==> src/core/orc_pkg.sv <==
// Shared constants for the output relay conditioning block
package orc_pkg;
   // Bus register byte offsets
   localparam logic [5:0] ORC_OFS_CTRL = 6'h00;
   localparam logic [5:0] ORC_OFS_OFF_DELAY = 6'h04;
   localparam logic [5:0] ORC_OFS_HOLD_TIME = 6'h08;
   localparam logic [5:0] ORC_OFS_ACK_SEL = 6'h0C;
   localparam logic [5:0] ORC_OFS_STATUS = 6'h10;
   localparam logic [5:0] ORC_OFS_ASSIGN0 = 6'h20;
   // Field positions
   localparam int ORC_CTRL_LATCH_BIT = 0;
   localparam int ORC_CTRL_INV_BIT = 1;
   localparam int ORC_ASSIGN_INV_BIT = 8;
   localparam int ORC_SEL_W = 8;
   localparam int ORC_TIME_W = 15;
   // Reset values
   localparam logic [ORC_SEL_W-1:0] ORC_SEL_NONE = 8'h00;
   localparam logic [ORC_TIME_W-1:0] ORC_TIME_RESET = 15'h0000;
   // Timing: one setting step is 0.01 s
   localparam int ORC_TICK_NS = 10_000_000;
   localparam int ORC_CLK_PERIOD_NS = 50;
   localparam int ORC_TICK_CYCLES = ORC_TICK_NS / ORC_CLK_PERIOD_NS;
   localparam int ORC_TIME_MAX_S = 300;
   localparam int ORC_TIME_MAX_TICKS = ORC_TIME_MAX_S * 1000 / 10;
   // Relay sequencing states, Gray along idle-active-delay
   typedef enum logic [1:0] {
      ORC_ST_IDLE = 2'b00,
      ORC_ST_ACTIVE = 2'b01,
      ORC_ST_OFF_DELAY = 2'b11,
      ORC_ST_LATCHED = 2'b10
   } orc_state_type;
endpackage

==> src/core/orc_tick_timer.sv <==
// One-shot timer counting 10 ms ticks
`timescale 1ns/10ps
module orc_tick_timer import orc_pkg::*; #(
   parameter int TICK_CYCLES = ORC_TICK_CYCLES
) (
   // Clock and reset
   input wire logic clk_i,
   input wire logic reset_n_i,
   // Control
   input wire logic start_i,
   input wire logic [ORC_TIME_W-1:0] length_i,
   // Status
   output logic busy_o
);
   logic [31:0] pre_r;
   logic [ORC_TIME_W-1:0] cnt_r;
   logic [ORC_TIME_W-1:0] len_r;

   // Length latched at start so later setting changes do not cut a run short
   always_ff @(posedge clk_i or negedge reset_n_i) begin
      if (!reset_n_i) begin
         busy_o <= 1'b0;
         pre_r <= 32'h0000_0000;
         cnt_r <= ORC_TIME_RESET;
         len_r <= ORC_TIME_RESET;
      end else if (start_i) begin
         busy_o <= (length_i != ORC_TIME_RESET);
         pre_r <= 32'h0000_0000;
         cnt_r <= ORC_TIME_RESET;
         len_r <= length_i;
      end else if (busy_o) begin
         if (pre_r == 32'(TICK_CYCLES - 1)) begin
            pre_r <= 32'h0000_0000;
            cnt_r <= cnt_r + 1'b1;
            if (cnt_r == len_r - 1'b1) begin
               busy_o <= 1'b0; // Whole ticks only, never shorter
            end
         end else begin
            pre_r <= pre_r + 32'h0000_0001;
         end
      end
   end
endmodule

==> src/core/orc_relay.sv <==
// Output relay conditioning with Avalon-MM settings
`timescale 1ns/10ps
// Behaviour
// - Off delay keeps relay on, 0-300 s
// - Latching holds relay after pick-up
// - Selected acknowledge source releases latched relay
// - Acknowledge ignored unless latching enabled
// - Optional overall relay output inversion
// - Each slot selects source, own inversion
// - First slot defaults to protection alarm
// - Each new state held minimum hold time
module orc_relay import orc_pkg::*; #(
   parameter int NUM_SRC = 32,
   parameter int NUM_ASSIGN = 7,
   parameter int TICK_CYCLES = ORC_TICK_CYCLES,
   parameter bit IS_FIRST_RELAY_SLOT = 1'b1,
   parameter logic [ORC_SEL_W-1:0] ALARM_SEL = 8'h01
) (
   // Clock and reset
   input wire logic clk_i,
   input wire logic reset_n_i,
   // Avalon-MM slave
   input wire logic [5:0] address_i,
   input wire logic read_i,
   input wire logic write_i,
   input wire logic [31:0] writedata_i,
   output logic [31:0] readdata_o,
   output logic waitrequest_o,
   // Internal source signals, same clock
   input wire logic [NUM_SRC-1:0] src_i,
   // Relay coil drive
   output logic relay_o
);
   localparam logic [ORC_SEL_W-1:0] SEL0_RESET = IS_FIRST_RELAY_SLOT ? ALARM_SEL : ORC_SEL_NONE;

   logic latch_en_r;
   logic out_inv_r;
   logic [ORC_TIME_W-1:0] off_delay_r;
   logic [ORC_TIME_W-1:0] hold_time_r;
   logic [ORC_SEL_W-1:0] ack_sel_r;
   logic [ORC_SEL_W-1:0] sel_r [NUM_ASSIGN];
   logic [NUM_ASSIGN-1:0] sel_inv_r;
   orc_state_type state_r;
   orc_state_type state_nxt;
   logic held_r;
   logic wrote_any_r;
   logic combined;
   logic ack_level;
   logic pickup;
   logic off_start;
   logic off_busy;
   logic hold_start;
   logic hold_busy;
   logic bus_wr;

   // Selection 0 means unassigned; n picks source n-1
   function automatic logic src_pick(input logic [ORC_SEL_W-1:0] sel, input logic [NUM_SRC-1:0] src);
      logic hit;
      hit = 1'b0;
      for (int i = 0; i < NUM_SRC; i++) begin
         if (sel == ORC_SEL_W'(i + 1)) begin
            hit = src[i];
         end
      end
      return hit;
   endfunction

   // Settings above 300.00 s saturate rather than wrap
   function automatic logic [ORC_TIME_W-1:0] clamp_time(input logic [31:0] v);
      logic [ORC_TIME_W-1:0] res;
      res = (v > 32'(ORC_TIME_MAX_TICKS)) ? ORC_TIME_W'(ORC_TIME_MAX_TICKS) : v[ORC_TIME_W-1:0];
      return res;
   endfunction

   // Source combination
   always_comb begin
      combined = 1'b0;
      for (int k = 0; k < NUM_ASSIGN; k++) begin
         if (sel_r[k] != ORC_SEL_NONE) begin
            combined = combined | (src_pick(sel_r[k], src_i) ^ sel_inv_r[k]);
         end
      end
   end

   // Acknowledge only counts while latching is on
   assign ack_level = latch_en_r && (ack_sel_r != ORC_SEL_NONE) && src_pick(ack_sel_r, src_i);

   // Relay sequencing
   always_comb begin
      state_nxt = state_r;
      off_start = 1'b0;
      case (state_r)
         ORC_ST_IDLE: begin
            if (combined) begin
               state_nxt = ORC_ST_ACTIVE;
            end
         end
         ORC_ST_ACTIVE: begin
            if (!combined) begin
               if (latch_en_r && !ack_level) begin
                  state_nxt = ORC_ST_LATCHED;
               end else if (off_delay_r != ORC_TIME_RESET) begin
                  state_nxt = ORC_ST_OFF_DELAY;
                  off_start = 1'b1;
               end else begin
                  state_nxt = ORC_ST_IDLE;
               end
            end
         end
         ORC_ST_OFF_DELAY: begin
            if (combined) begin
               state_nxt = ORC_ST_ACTIVE;
            end else if (latch_en_r && !ack_level) begin
               state_nxt = ORC_ST_LATCHED;
            end else if (!off_busy) begin
               state_nxt = ORC_ST_IDLE;
            end
         end
         ORC_ST_LATCHED: begin
            // A live drive outranks an acknowledge
            if (combined) begin
               state_nxt = ORC_ST_LATCHED;
            end else if (!latch_en_r || ack_level) begin
               state_nxt = ORC_ST_IDLE;
            end
         end
         default: begin
            state_nxt = ORC_ST_IDLE;
         end
      endcase
   end

   always_ff @(posedge clk_i or negedge reset_n_i) begin
      if (!reset_n_i) begin
         state_r <= ORC_ST_IDLE;
      end else begin
         state_r <= state_nxt;
      end
   end

   assign pickup = (state_r != ORC_ST_IDLE);
   assign hold_start = (pickup != held_r) && !hold_busy;

   // Held state changes only once the previous one served its hold time
   always_ff @(posedge clk_i or negedge reset_n_i) begin
      if (!reset_n_i) begin
         held_r <= 1'b0;
      end else if (hold_start) begin
         held_r <= pickup;
      end
   end

   // Registered coil drive with overall inversion
   always_ff @(posedge clk_i or negedge reset_n_i) begin
      if (!reset_n_i) begin
         relay_o <= 1'b0;
      end else begin
         relay_o <= held_r ^ out_inv_r;
      end
   end

   orc_tick_timer #(.TICK_CYCLES(TICK_CYCLES)) u_off_timer (
      .clk_i(clk_i),
      .reset_n_i(reset_n_i),
      .start_i(off_start),
      .length_i(off_delay_r),
      .busy_o(off_busy)
   );

   orc_tick_timer #(.TICK_CYCLES(TICK_CYCLES)) u_hold_timer (
      .clk_i(clk_i),
      .reset_n_i(reset_n_i),
      .start_i(hold_start),
      .length_i(hold_time_r),
      .busy_o(hold_busy)
   );

   // Bus handshake: answer one cycle after a request, then release
   assign bus_wr = write_i && !waitrequest_o;

   always_ff @(posedge clk_i or negedge reset_n_i) begin
      if (!reset_n_i) begin
         waitrequest_o <= 1'b1;
      end else if ((read_i || write_i) && waitrequest_o) begin
         waitrequest_o <= 1'b0;
      end else begin
         waitrequest_o <= 1'b1;
      end
   end

   // Read data captured with the answer; unmapped reads give zero
   always_ff @(posedge clk_i or negedge reset_n_i) begin
      if (!reset_n_i) begin
         readdata_o <= 32'h0000_0000;
      end else if (read_i && waitrequest_o) begin
         readdata_o <= 32'h0000_0000;
         if (address_i == ORC_OFS_CTRL) begin
            readdata_o[ORC_CTRL_LATCH_BIT] <= latch_en_r;
            readdata_o[ORC_CTRL_INV_BIT] <= out_inv_r;
         end else if (address_i == ORC_OFS_OFF_DELAY) begin
            readdata_o[ORC_TIME_W-1:0] <= off_delay_r;
         end else if (address_i == ORC_OFS_HOLD_TIME) begin
            readdata_o[ORC_TIME_W-1:0] <= hold_time_r;
         end else if (address_i == ORC_OFS_ACK_SEL) begin
            readdata_o[ORC_SEL_W-1:0] <= ack_sel_r;
         end else if (address_i == ORC_OFS_STATUS) begin
            readdata_o[6:0] <= {hold_busy, off_busy, state_r, combined, held_r, relay_o};
         end else begin
            for (int k = 0; k < NUM_ASSIGN; k++) begin
               if (address_i == ORC_OFS_ASSIGN0 + 6'(4 * k)) begin
                  readdata_o[ORC_SEL_W-1:0] <= sel_r[k];
                  readdata_o[ORC_ASSIGN_INV_BIT] <= sel_inv_r[k];
               end
            end
         end
      end
   end

   // Settings, written only at the answering edge
   always_ff @(posedge clk_i or negedge reset_n_i) begin
      if (!reset_n_i) begin
         latch_en_r <= 1'b0;
         out_inv_r <= 1'b0;
         off_delay_r <= ORC_TIME_RESET;
         hold_time_r <= ORC_TIME_RESET;
         ack_sel_r <= ORC_SEL_NONE;
         wrote_any_r <= 1'b0;
         sel_inv_r <= '0;
         for (int k = 0; k < NUM_ASSIGN; k++) begin
            sel_r[k] <= (k == 0) ? SEL0_RESET : ORC_SEL_NONE;
         end
      end else if (bus_wr) begin
         wrote_any_r <= 1'b1;
         if (address_i == ORC_OFS_CTRL) begin
            latch_en_r <= writedata_i[ORC_CTRL_LATCH_BIT];
            out_inv_r <= writedata_i[ORC_CTRL_INV_BIT];
         end else if (address_i == ORC_OFS_OFF_DELAY) begin
            off_delay_r <= clamp_time(writedata_i);
         end else if (address_i == ORC_OFS_HOLD_TIME) begin
            hold_time_r <= clamp_time(writedata_i);
         end else if (address_i == ORC_OFS_ACK_SEL) begin
            ack_sel_r <= writedata_i[ORC_SEL_W-1:0];
         end else begin
            for (int k = 0; k < NUM_ASSIGN; k++) begin
               if (address_i == ORC_OFS_ASSIGN0 + 6'(4 * k)) begin
                  sel_r[k] <= writedata_i[ORC_SEL_W-1:0];
                  sel_inv_r[k] <= writedata_i[ORC_ASSIGN_INV_BIT];
               end
            end
         end
      end
   end

   a_off_delay_start: assert property (@(posedge clk_i) disable iff (!reset_n_i)
      (state_r == ORC_ST_ACTIVE && !combined && !latch_en_r && off_delay_r != ORC_TIME_RESET)
      |=> (state_r == ORC_ST_OFF_DELAY && off_busy && pickup))
      else $error("off delay not started");
   a_latch_holds: assert property (@(posedge clk_i) disable iff (!reset_n_i)
      (state_r == ORC_ST_LATCHED && latch_en_r && !ack_level) |=> state_r == ORC_ST_LATCHED)
      else $error("latched relay dropped");
   a_ack_release: assert property (@(posedge clk_i) disable iff (!reset_n_i)
      (state_r == ORC_ST_LATCHED && ack_level && !combined) |=> state_r == ORC_ST_IDLE)
      else $error("acknowledge did not release");
   a_ack_no_latch: assert property (@(posedge clk_i) disable iff (!reset_n_i)
      (!latch_en_r && state_r != ORC_ST_LATCHED) |=> state_r != ORC_ST_LATCHED)
      else $error("latched without latching enabled");
   a_out_invert: assert property (@(posedge clk_i) disable iff (!reset_n_i)
      ##1 relay_o == ($past(held_r) ^ $past(out_inv_r)))
      else $error("relay output inversion wrong");
   a_slot0_drive: assert property (@(posedge clk_i) disable iff (!reset_n_i)
      (sel_r[0] != ORC_SEL_NONE && (src_pick(sel_r[0], src_i) ^ sel_inv_r[0])) |-> combined)
      else $error("slot source not combined");
   a_default_alarm: assert property (@(posedge clk_i) disable iff (!reset_n_i)
      !wrote_any_r |-> sel_r[0] == SEL0_RESET)
      else $error("first slot default wrong");
   a_hold_start: assert property (@(posedge clk_i) disable iff (!reset_n_i)
      (hold_start && hold_time_r != ORC_TIME_RESET) |=> (hold_busy && held_r == $past(pickup)))
      else $error("hold time not started");
   a_hold_stable: assert property (@(posedge clk_i) disable iff (!reset_n_i)
      hold_busy |=> $stable(held_r))
      else $error("state changed during hold");
   a_or_pickup: assert property (@(posedge clk_i) disable iff (!reset_n_i)
      (combined && state_r == ORC_ST_IDLE) |=> state_r == ORC_ST_ACTIVE ##2 relay_o != out_inv_r || hold_busy)
      else $error("drive did not pick up");
endmodule

==> config.mk <==
export PLATFORM = sky130hd
export DESIGN_NAME = orc_relay
export DESIGN_NICKNAME = d
export VERILOG_FILES = /design/src/core/orc_pkg.sv /design/src/core/orc_tick_timer.sv /design/src/core/orc_relay.sv
export SDC_FILE = /design/constraint.sdc
export NUM_CORES = 1
export LEC_CHECK = 0
export ABC_AREA = 1
export ABC_CLOCK_PERIOD_IN_PS = 3490
export BUFFER_PORTS_ARGS = -buffer_cell sky130_fd_sc_hd__buf_2
export CORE_AREA = 2 2 163 181
export DETAILED_ROUTE_END_ITERATION = 16
export DIE_AREA = 0 0 165 183
export PLACE_DENSITY = 0.8
export SYNTH_ARGS = -nofsm -noshare
export SYNTH_HDL_FRONTEND = slang
export SYNTH_SLANG_ARGS = --single-unit
==> constraint.sdc <==
create_clock -name clk_i -period 3.49 [get_ports clk_i]
set_input_delay 0.1745 -clock clk_i [delete_from_list [all_inputs] [get_ports clk_i]]
set_output_delay 0.1745 -clock clk_i [all_outputs]
set_load 0.005 [all_outputs]
# [After elaboration in Yosys (flattened, before gate mapping)]
# Cells that the tools add are included.
[word_totals] inputBits=74 out_inout_bits=34 ff_bits=249 wordCells=702
[classes] n_mux=322 n_eq_ne=279 n_lt_le_gt_ge=1 n_addsub=6 bitwise=18 reduce_logical=44
[ops] cell="$eq 8x5->1 const B" n=128
[ops] cell="$eq 8x4->1 const B" n=64
[ops] cell="$mux 1" n=284
[ops] cell="$eq 8x3->1 const B" n=32
[ops] cell="$mux 32" n=6
[ops] cell="$eq 8x2->1 const B" n=16
[ops] cell="$mux 15" n=8
[ops] cell="$mux 9" n=8
[ops] cell="$add 32x1->32 const B" n=2
[ops] cell="$eq 32x18->1 const B" n=2
[ops] cell="$eq 8x1->1 const B" n=8
[ops] cell="$eq 8x6->1 const B" n=8
[ops] cell="$reduce_bool 8->1" n=8
[ops] cell="$eq 6x6->1 const B" n=7
[ops] cell="$reduce_and 6->1" n=7
[ops] cell="$gt 32x15->1 const B" n=1
[ops] cell="$add 15x1->15 const B" n=2
[ops] cell="$eq 15x15->1" n=2
[ops] cell="$reduce_bool 15->1" n=2
[ops] cell="$sub 15x1->15 const B" n=2
[ops] cell="$mux 2" n=11
[ops] cell="$mux 13" n=1
[ops] cell="$eq 6x4->1 const B" n=2
[ops] cell="$reduce_bool 2->1" n=5
[ops] cell="other kinds (24)" n=54

# [Logic depth before layout (Yosys ltp)]
[depth] ltp_word=53 ltp_mapped=36 mapped_depth_nobuf=36

# [Modules after synthesis]
# From an unflattened synthesis, not the netlist that was laid out.
[unflattened] cells_unflattened=2703 area_unflattened_um2=17844.6
[modules_own_cells] module="orc_relay" cells_per_inst=1502 instances=1 seq_area_each_um2=3080.5 area_each_um2=9564.2
[modules_own_cells] module="orc_tick_timer (u_hold_timer)" cells_per_inst=609 instances=1 seq_area_each_um2=1576.5 area_each_um2=4190.3
[modules_own_cells] module="orc_tick_timer (u_off_timer)" cells_per_inst=592 instances=1 seq_area_each_um2=1576.5 area_each_um2=4090.2

# [Worst setup path before layout]
# No wires, ideal clock.
[synth_path] path_type="register -> register" start="reg sel_r[31] (netlist name)" end="reg u_off_timer.cnt_r[12]" arrival_time_ns=2.942 path_buffers=2 required_ns=3.372 setup_ns=0.118 stages_incl_launch_ff=32 slack_ns=0.430 period_less_slack_ns=3.060 path_cell_list="dfrtp_1 -> or2_1 -> nor3_2 -> buf_2 -> nand3_1 -> nand2_1 -> nand4_1 -> nor2_1 -> nand4_1 -> nand2_1 -> nand2_1 -> nand2_1 -> nand3_1 -> nand2_1 -> nand3_1 -> nand2_1 -> nand3_1 -> nand2_1 -> nand3_1 -> nand2_1 -> nand2_1 -> nand2_1 -> nand2_1 -> nand3_1 -> nand4_2 -> nor2_4 -> nand3_4 -> o21ai_4 -> inv_4 -> buf_6 -> nand2_1 -> nand2_1"
[synth_between] elab_chain_cells=47 elab_cells_between_ends=81 classes_between="eq/ne (32); mux (40); bitwise (5); reduce/logical (4)"
[synth_lines] item="start, declared" line="orc_relay.sv:41" source="logic [ORC_SEL_W-1:0] sel_r [NUM_ASSIGN];"
[synth_lines] item="start signal, assigned by index" line="orc_relay.sv:230" source="sel_r[k] <= (k == 0) ? SEL0_RESET : ORC_SEL_NONE;"
[synth_lines] item="start signal, assigned by index" line="orc_relay.sv:246" source="sel_r[k] <= writedata_i[ORC_SEL_W-1:0];"
[synth_lines] item="$eq 8x1->1" line="orc_relay.sv:61" source="if (sel == ORC_SEL_W'(i + 1)) begin"
[synth_lines] item="$mux 1 (32 in series)" line="orc_relay.sv:61"
[synth_lines] item="$mux 1" line="orc_relay.sv:79" source="if (sel_r[k] != ORC_SEL_NONE) begin"
[synth_lines] item="$xor 1x1->1" line="orc_relay.sv:80" source="combined = combined | (src_pick(sel_r[k], src_i) ^ sel_inv_r[k]);"
[synth_lines] item="$or 1x1->1" line="orc_relay.sv:80"
[synth_lines] item="$mux 1 *" line="orc_relay.sv:79"
[synth_lines] item="$or 1x1->1" line="orc_relay.sv:80"
[synth_lines] item="$mux 1 *" line="orc_relay.sv:79"
[synth_lines] item="$or 1x1->1" line="orc_relay.sv:80"
[synth_lines] item="$mux 1 *" line="orc_relay.sv:79"
[synth_lines] item="$or 1x1->1" line="orc_relay.sv:80"
[synth_lines] item="$mux 1 *" line="orc_relay.sv:79"
[synth_lines] item="$mux 1 *" line="orc_relay.sv:99" source="if (!combined) begin"
[synth_lines] item="$mux 1 *" line="orc_relay.sv:92" source="case (state_r)"
[synth_lines] item="$reduce_bool 2->1 (no line)"
[synth_lines] item="$reduce_and 2->1 (no line)"
[synth_lines] item="end signal, assigned" line="orc_tick_timer.sv:34" source="cnt_r <= cnt_r + 1'b1;"
[synth_lines] item="end, declared" line="orc_tick_timer.sv:16" source="logic [ORC_TIME_W-1:0] cnt_r;"
# Every way passes the cells marked *; elsewhere a longest branch is shown, timed or not. The select of a mux whose other input is x is not followed.
# A chain may end at the register's enable or synchronous reset.

# [Final worst setup path]
[layout_path] start="reg sel_r[51] (netlist name)" end="reg u_off_timer.cnt_r[1]"
[layout_between] elab_chain_cells=52 elab_cells_between_ends=86 classes_between="eq/ne (32); mux (43); bitwise (7); reduce/logical (4)"
[layout_lines] item="$eq 8x1->1" line="orc_relay.sv:61"
[layout_lines] item="$mux 1 (32 in series)" line="orc_relay.sv:61"
[layout_lines] item="$mux 1" line="orc_relay.sv:79"
[layout_lines] item="$xor 1x1->1" line="orc_relay.sv:80"
[layout_lines] item="$mux 1 *" line="orc_relay.sv:79"
[layout_lines] item="$or 1x1->1" line="orc_relay.sv:80"
[layout_lines] item="$mux 1 *" line="orc_relay.sv:79"
[layout_lines] item="$or 1x1->1" line="orc_relay.sv:80"
[layout_lines] item="[5 not listed]"
[layout_lines] item="$or 1x1->1" line="orc_relay.sv:80"
[layout_lines] item="$mux 1 *" line="orc_relay.sv:79"
[layout_lines] item="$or 1x1->1" line="orc_relay.sv:80"
[layout_lines] item="$mux 1 *" line="orc_relay.sv:79"
[layout_lines] item="$mux 1 *" line="orc_relay.sv:99"
[layout_lines] item="$mux 1 *" line="orc_relay.sv:92"
[layout_lines] item="$reduce_bool 2->1 (no line)"
[layout_lines] item="$reduce_and 2->1 (no line)"
# Marked as above.

==> flow_metrics.tcl <==
set metrics [dict create \
    status "finished with violations" \
    violations "negative setup slack" \
    antenna_found_initial 0 \
    worst-path-buf-inv 2 \
    cpPeakStageDelay_ns 0.46 \
    grt_pass1_wl_um 100000 \
    rsz0062_at_grt "yes" \
    wl_per_cell_um 20.7 \
    grt.busiest_layer "met2" \
    met3_usage_pct 6.83 \
    synth_edf_count 0 \
    max_cap_viol_count 0 \
    crit_type "reg -> reg" \
    die_area_um2 30200 \
    cpMaxStageDelayCell "dfrtp_2" \
    power.density_nw_per_um2 459 \
    max_freq_ghz 0.274 \
    synth.distinct_cells 64 \
    async_flop_share_pct 100 \
    hpwl_um 47000 \
    syn_area_um2 17400 \
    overflow 0 \
    num-fill-cells 2245 \
    hold_viol 0 \
    layout-drive-gt1-share_pct 16.6 \
    grt_max_degree 116 \
    post-route-period-util_pct 104 \
    die_x_um 165 \
    reg2reg_slack_ns -0.16 \
    die_y_um 183 \
    synth.yosys.seq_area_share_pct 35.8 \
    drc 0 \
    crit_path_end_kind "flip-flop" \
    hold_path_class "in -> reg" \
    avgSynthCellArea_um2 6.87 \
    min_period_ns 3.65 \
    yosys_warnings 0 \
    instances_no_fill 3174 \
    critPathTopFamily "simple AND/OR/NAND/NOR gates" \
    grt_pass1_vias 18841 \
    routed_wl_um 65600 \
    p_leak_nw 9.93 \
    io_pins 108 \
    grt_use_met2_pct 69.9 \
    htreeDepth 1 \
    worst_pin_slew_ns 0.887 \
    setup_viol 64 \
    fin_tns_setup_ns -5.29 \
    core-area_um2 28400 \
    layout_common_cells "nand2_1, inv_1, dfrtp_1" \
    rows 65 \
    crit_top_cell "nand2_1" \
    dr.pass1.iters 7 \
    syn_inst 2533 \
    viasPerCell 6.27 \
    path_max_fanout 12 \
    cts_buffers 27 \
    ant_nets 0 \
    path_clk_slew_ns 0.07 \
    critPathArrivalTime_ns 4.06 \
    use_met1_pct 52.3 \
    gp_congestion 1.08 \
    worst_slack_ns -0.157 \
    clock_latency_ns 0.54 \
    vias 19911 \
    initial_utilization_pct 61.3 \
    timing.slew.headroom_pct 40.9 \
    dp_cells 3094 \
    ys.flop_type "dfrtp_1" \
    root_buffer "clkbuf_16" \
    peakVddDrop_v 0.000529 \
    diodes 0 \
    synth-seq-cells 249 \
    syn2layout_area_growth_pct 20.6 \
    critPathRequiredTime_ns 3.91 \
    cp-start-kind "flip-flop" \
    cts_tree "built" \
    maxSlewViolCount 0 \
    finalClockSkew_ns 0.0142 \
    layout_commonest_cell "nand2_1" \
    track_usage_pct 42.6 \
    cts_max_path_buffers 3 \
    drtIter0Drc 2747 \
    nets 2866 \
    clock_sinks 249 \
    portBuffers 90 \
]
Yosys cell counts (5+ instances only):
cell type | n | area (um2)
inv_1 | 363 | 1360
a221oi_1 | 5 | 43.8
nor3_1 | 86 | 430
clkbuf_1 | 46 | 173
buf_2 | 16 | 80.1
nand4_1 | 167 | 1040
a21oi_1 | 50 | 250
dfrtp_1 | 247 | 6180
a31o_2 | 13 | 114
a31oi_1 | 7 | 43.8
nor4_1 | 45 | 282
o22ai_1 | 17 | 106
nor2_2 | 9 | 56.3
inv_2 | 6 | 22.5
nor2_1 | 229 | 860
buf_4 | 21 | 158
o32ai_1 | 10 | 87.6
o21ai_0 | 180 | 901
ha_1 | 6 | 75.1
nor3b_1 | 10 | 75.1
xnor2_1 | 21 | 184
o21ai_1 | 26 | 130
nand3b_1 | 12 | 90.1
xor2_1 | 73 | 639
nand3_1 | 176 | 881
nand2_1 | 587 | 2200
nor2_4 | 5 | 56.3
o211ai_1 | 6 | 45.0
o2111ai_1 | 18 | 158
buf_1 | 8 | 30.0
per-layer routing:
metal	up-vias	wire (um)
li1	8975	-
met1	9201	23900
met2	1364	30500
met3	371	6390
met4	0	4820
met5	-	0
layout make-up:
type,count,area (um2),share of cell area (%)
well taps,368,460,2.19
repair buffers,302,2300,10.9
clock inverters,11,115,0.549
multi-input cells,1834,9680,46.1
flip-flops and latches,249,6240,29.8
clock buffers,38,777,3.70
inverters,372,1410,6.70
registers in the layout (all words and copies together) (netlist names):
signal,flops
u_hold_timer.busy_o,1
off_delay_r,15
state_r,2
u_off_timer.cnt_r,15
held_r,1
u_off_timer.len_r,15
latch_en_r,1
out_inv_r,1
relay_o,1
sel_r,56
waitrequest_o,1
u_hold_timer.cnt_r,15
u_off_timer.busy_o,1
u_hold_timer.len_r,15
ack_sel_r,8
readdata_o,15
hold_time_r,15
u_off_timer.pre_r,32
sel_inv_r,7
u_hold_timer.pre_r,32
through the flow:
stage	util, %	worst slack, ns	area, um2	hold slack, ns	power (mW)
finish	73.9	-0.157	21000	0.00724	9.62
global route	73.9	-0.417	21000	0.0265	10.0
CTS	73.0	-0.0883	20700	0.00269	9.34
detailed placement	68.0	-0.0915	19300	0.297	6.04
global placement	68.0	-0.111	19300	0.295	5.97
floorplan	-	0.430	17500	-0.121	5.04
worst paths after layout:
check | startpoint | end | depth (start not counted)
worst max-delay path | sel_r[51] | u_off_timer.cnt_r[1] | 33
worst min-delay path | writedata_i[12] | hold_time_r[12] | 5
worst max register to register | sel_r[51] | u_off_timer.cnt_r[1] | 33
worst min register to register | readdata_o[14] | readdata_o[14] | 2
max in group asynchronous | reset_n_i | sel_r[48] | 3
min in group asynchronous | reset_n_i | u_off_timer.pre_r[24] | 2
repair_timing:
item,4_1_cts,5_1_grt
gates cloned,5,0
gates resized for setup,49,65
pin swaps,4,11
hold buffers,10,0
setup buffers,8,10
endpoints found under the setup margin,57,73
hold endpoints to repair,122,0
logic make-up after synthesis:
family | Yosys count | share of synthesized area [%]
adder cells (fa/ha/maj) | 6 | 0.432
flip-flops | 249 | 35.8
AO/OA/AOI/OAI | 362 | 12.3
AND/OR/NAND/NOR | 1351 | 35.7
XOR/XNOR | 94 | 4.73
buffers and inverters | 466 | 10.7
other | 1 | 0.0216
multiplexers | 4 | 0.259
worst register-to-register path, delay by kind of cell, from the launching register on:
| kind | cells | cell delay, ns |
|---|---|---|
| simple gates | 30 | 2.54 |
| flops | 1 | 0.46 |
| buf+inv | 2 | 0.44 |
| compound gates | 1 | 0.08 |
report_power, final:
| group | switching, mW | leakage [nW] | internal, mW |
|---|---|---|---|
| logic | 1.99 | 6.20 | 1.29 |
| clock network | 1.23 | 0.443 | 1.70 |
| registers | 0.292 | 3.28 | 3.12 |
| total | 3.51 | 9.93 | 6.11 |
Power figures use the tool's default switching activity.
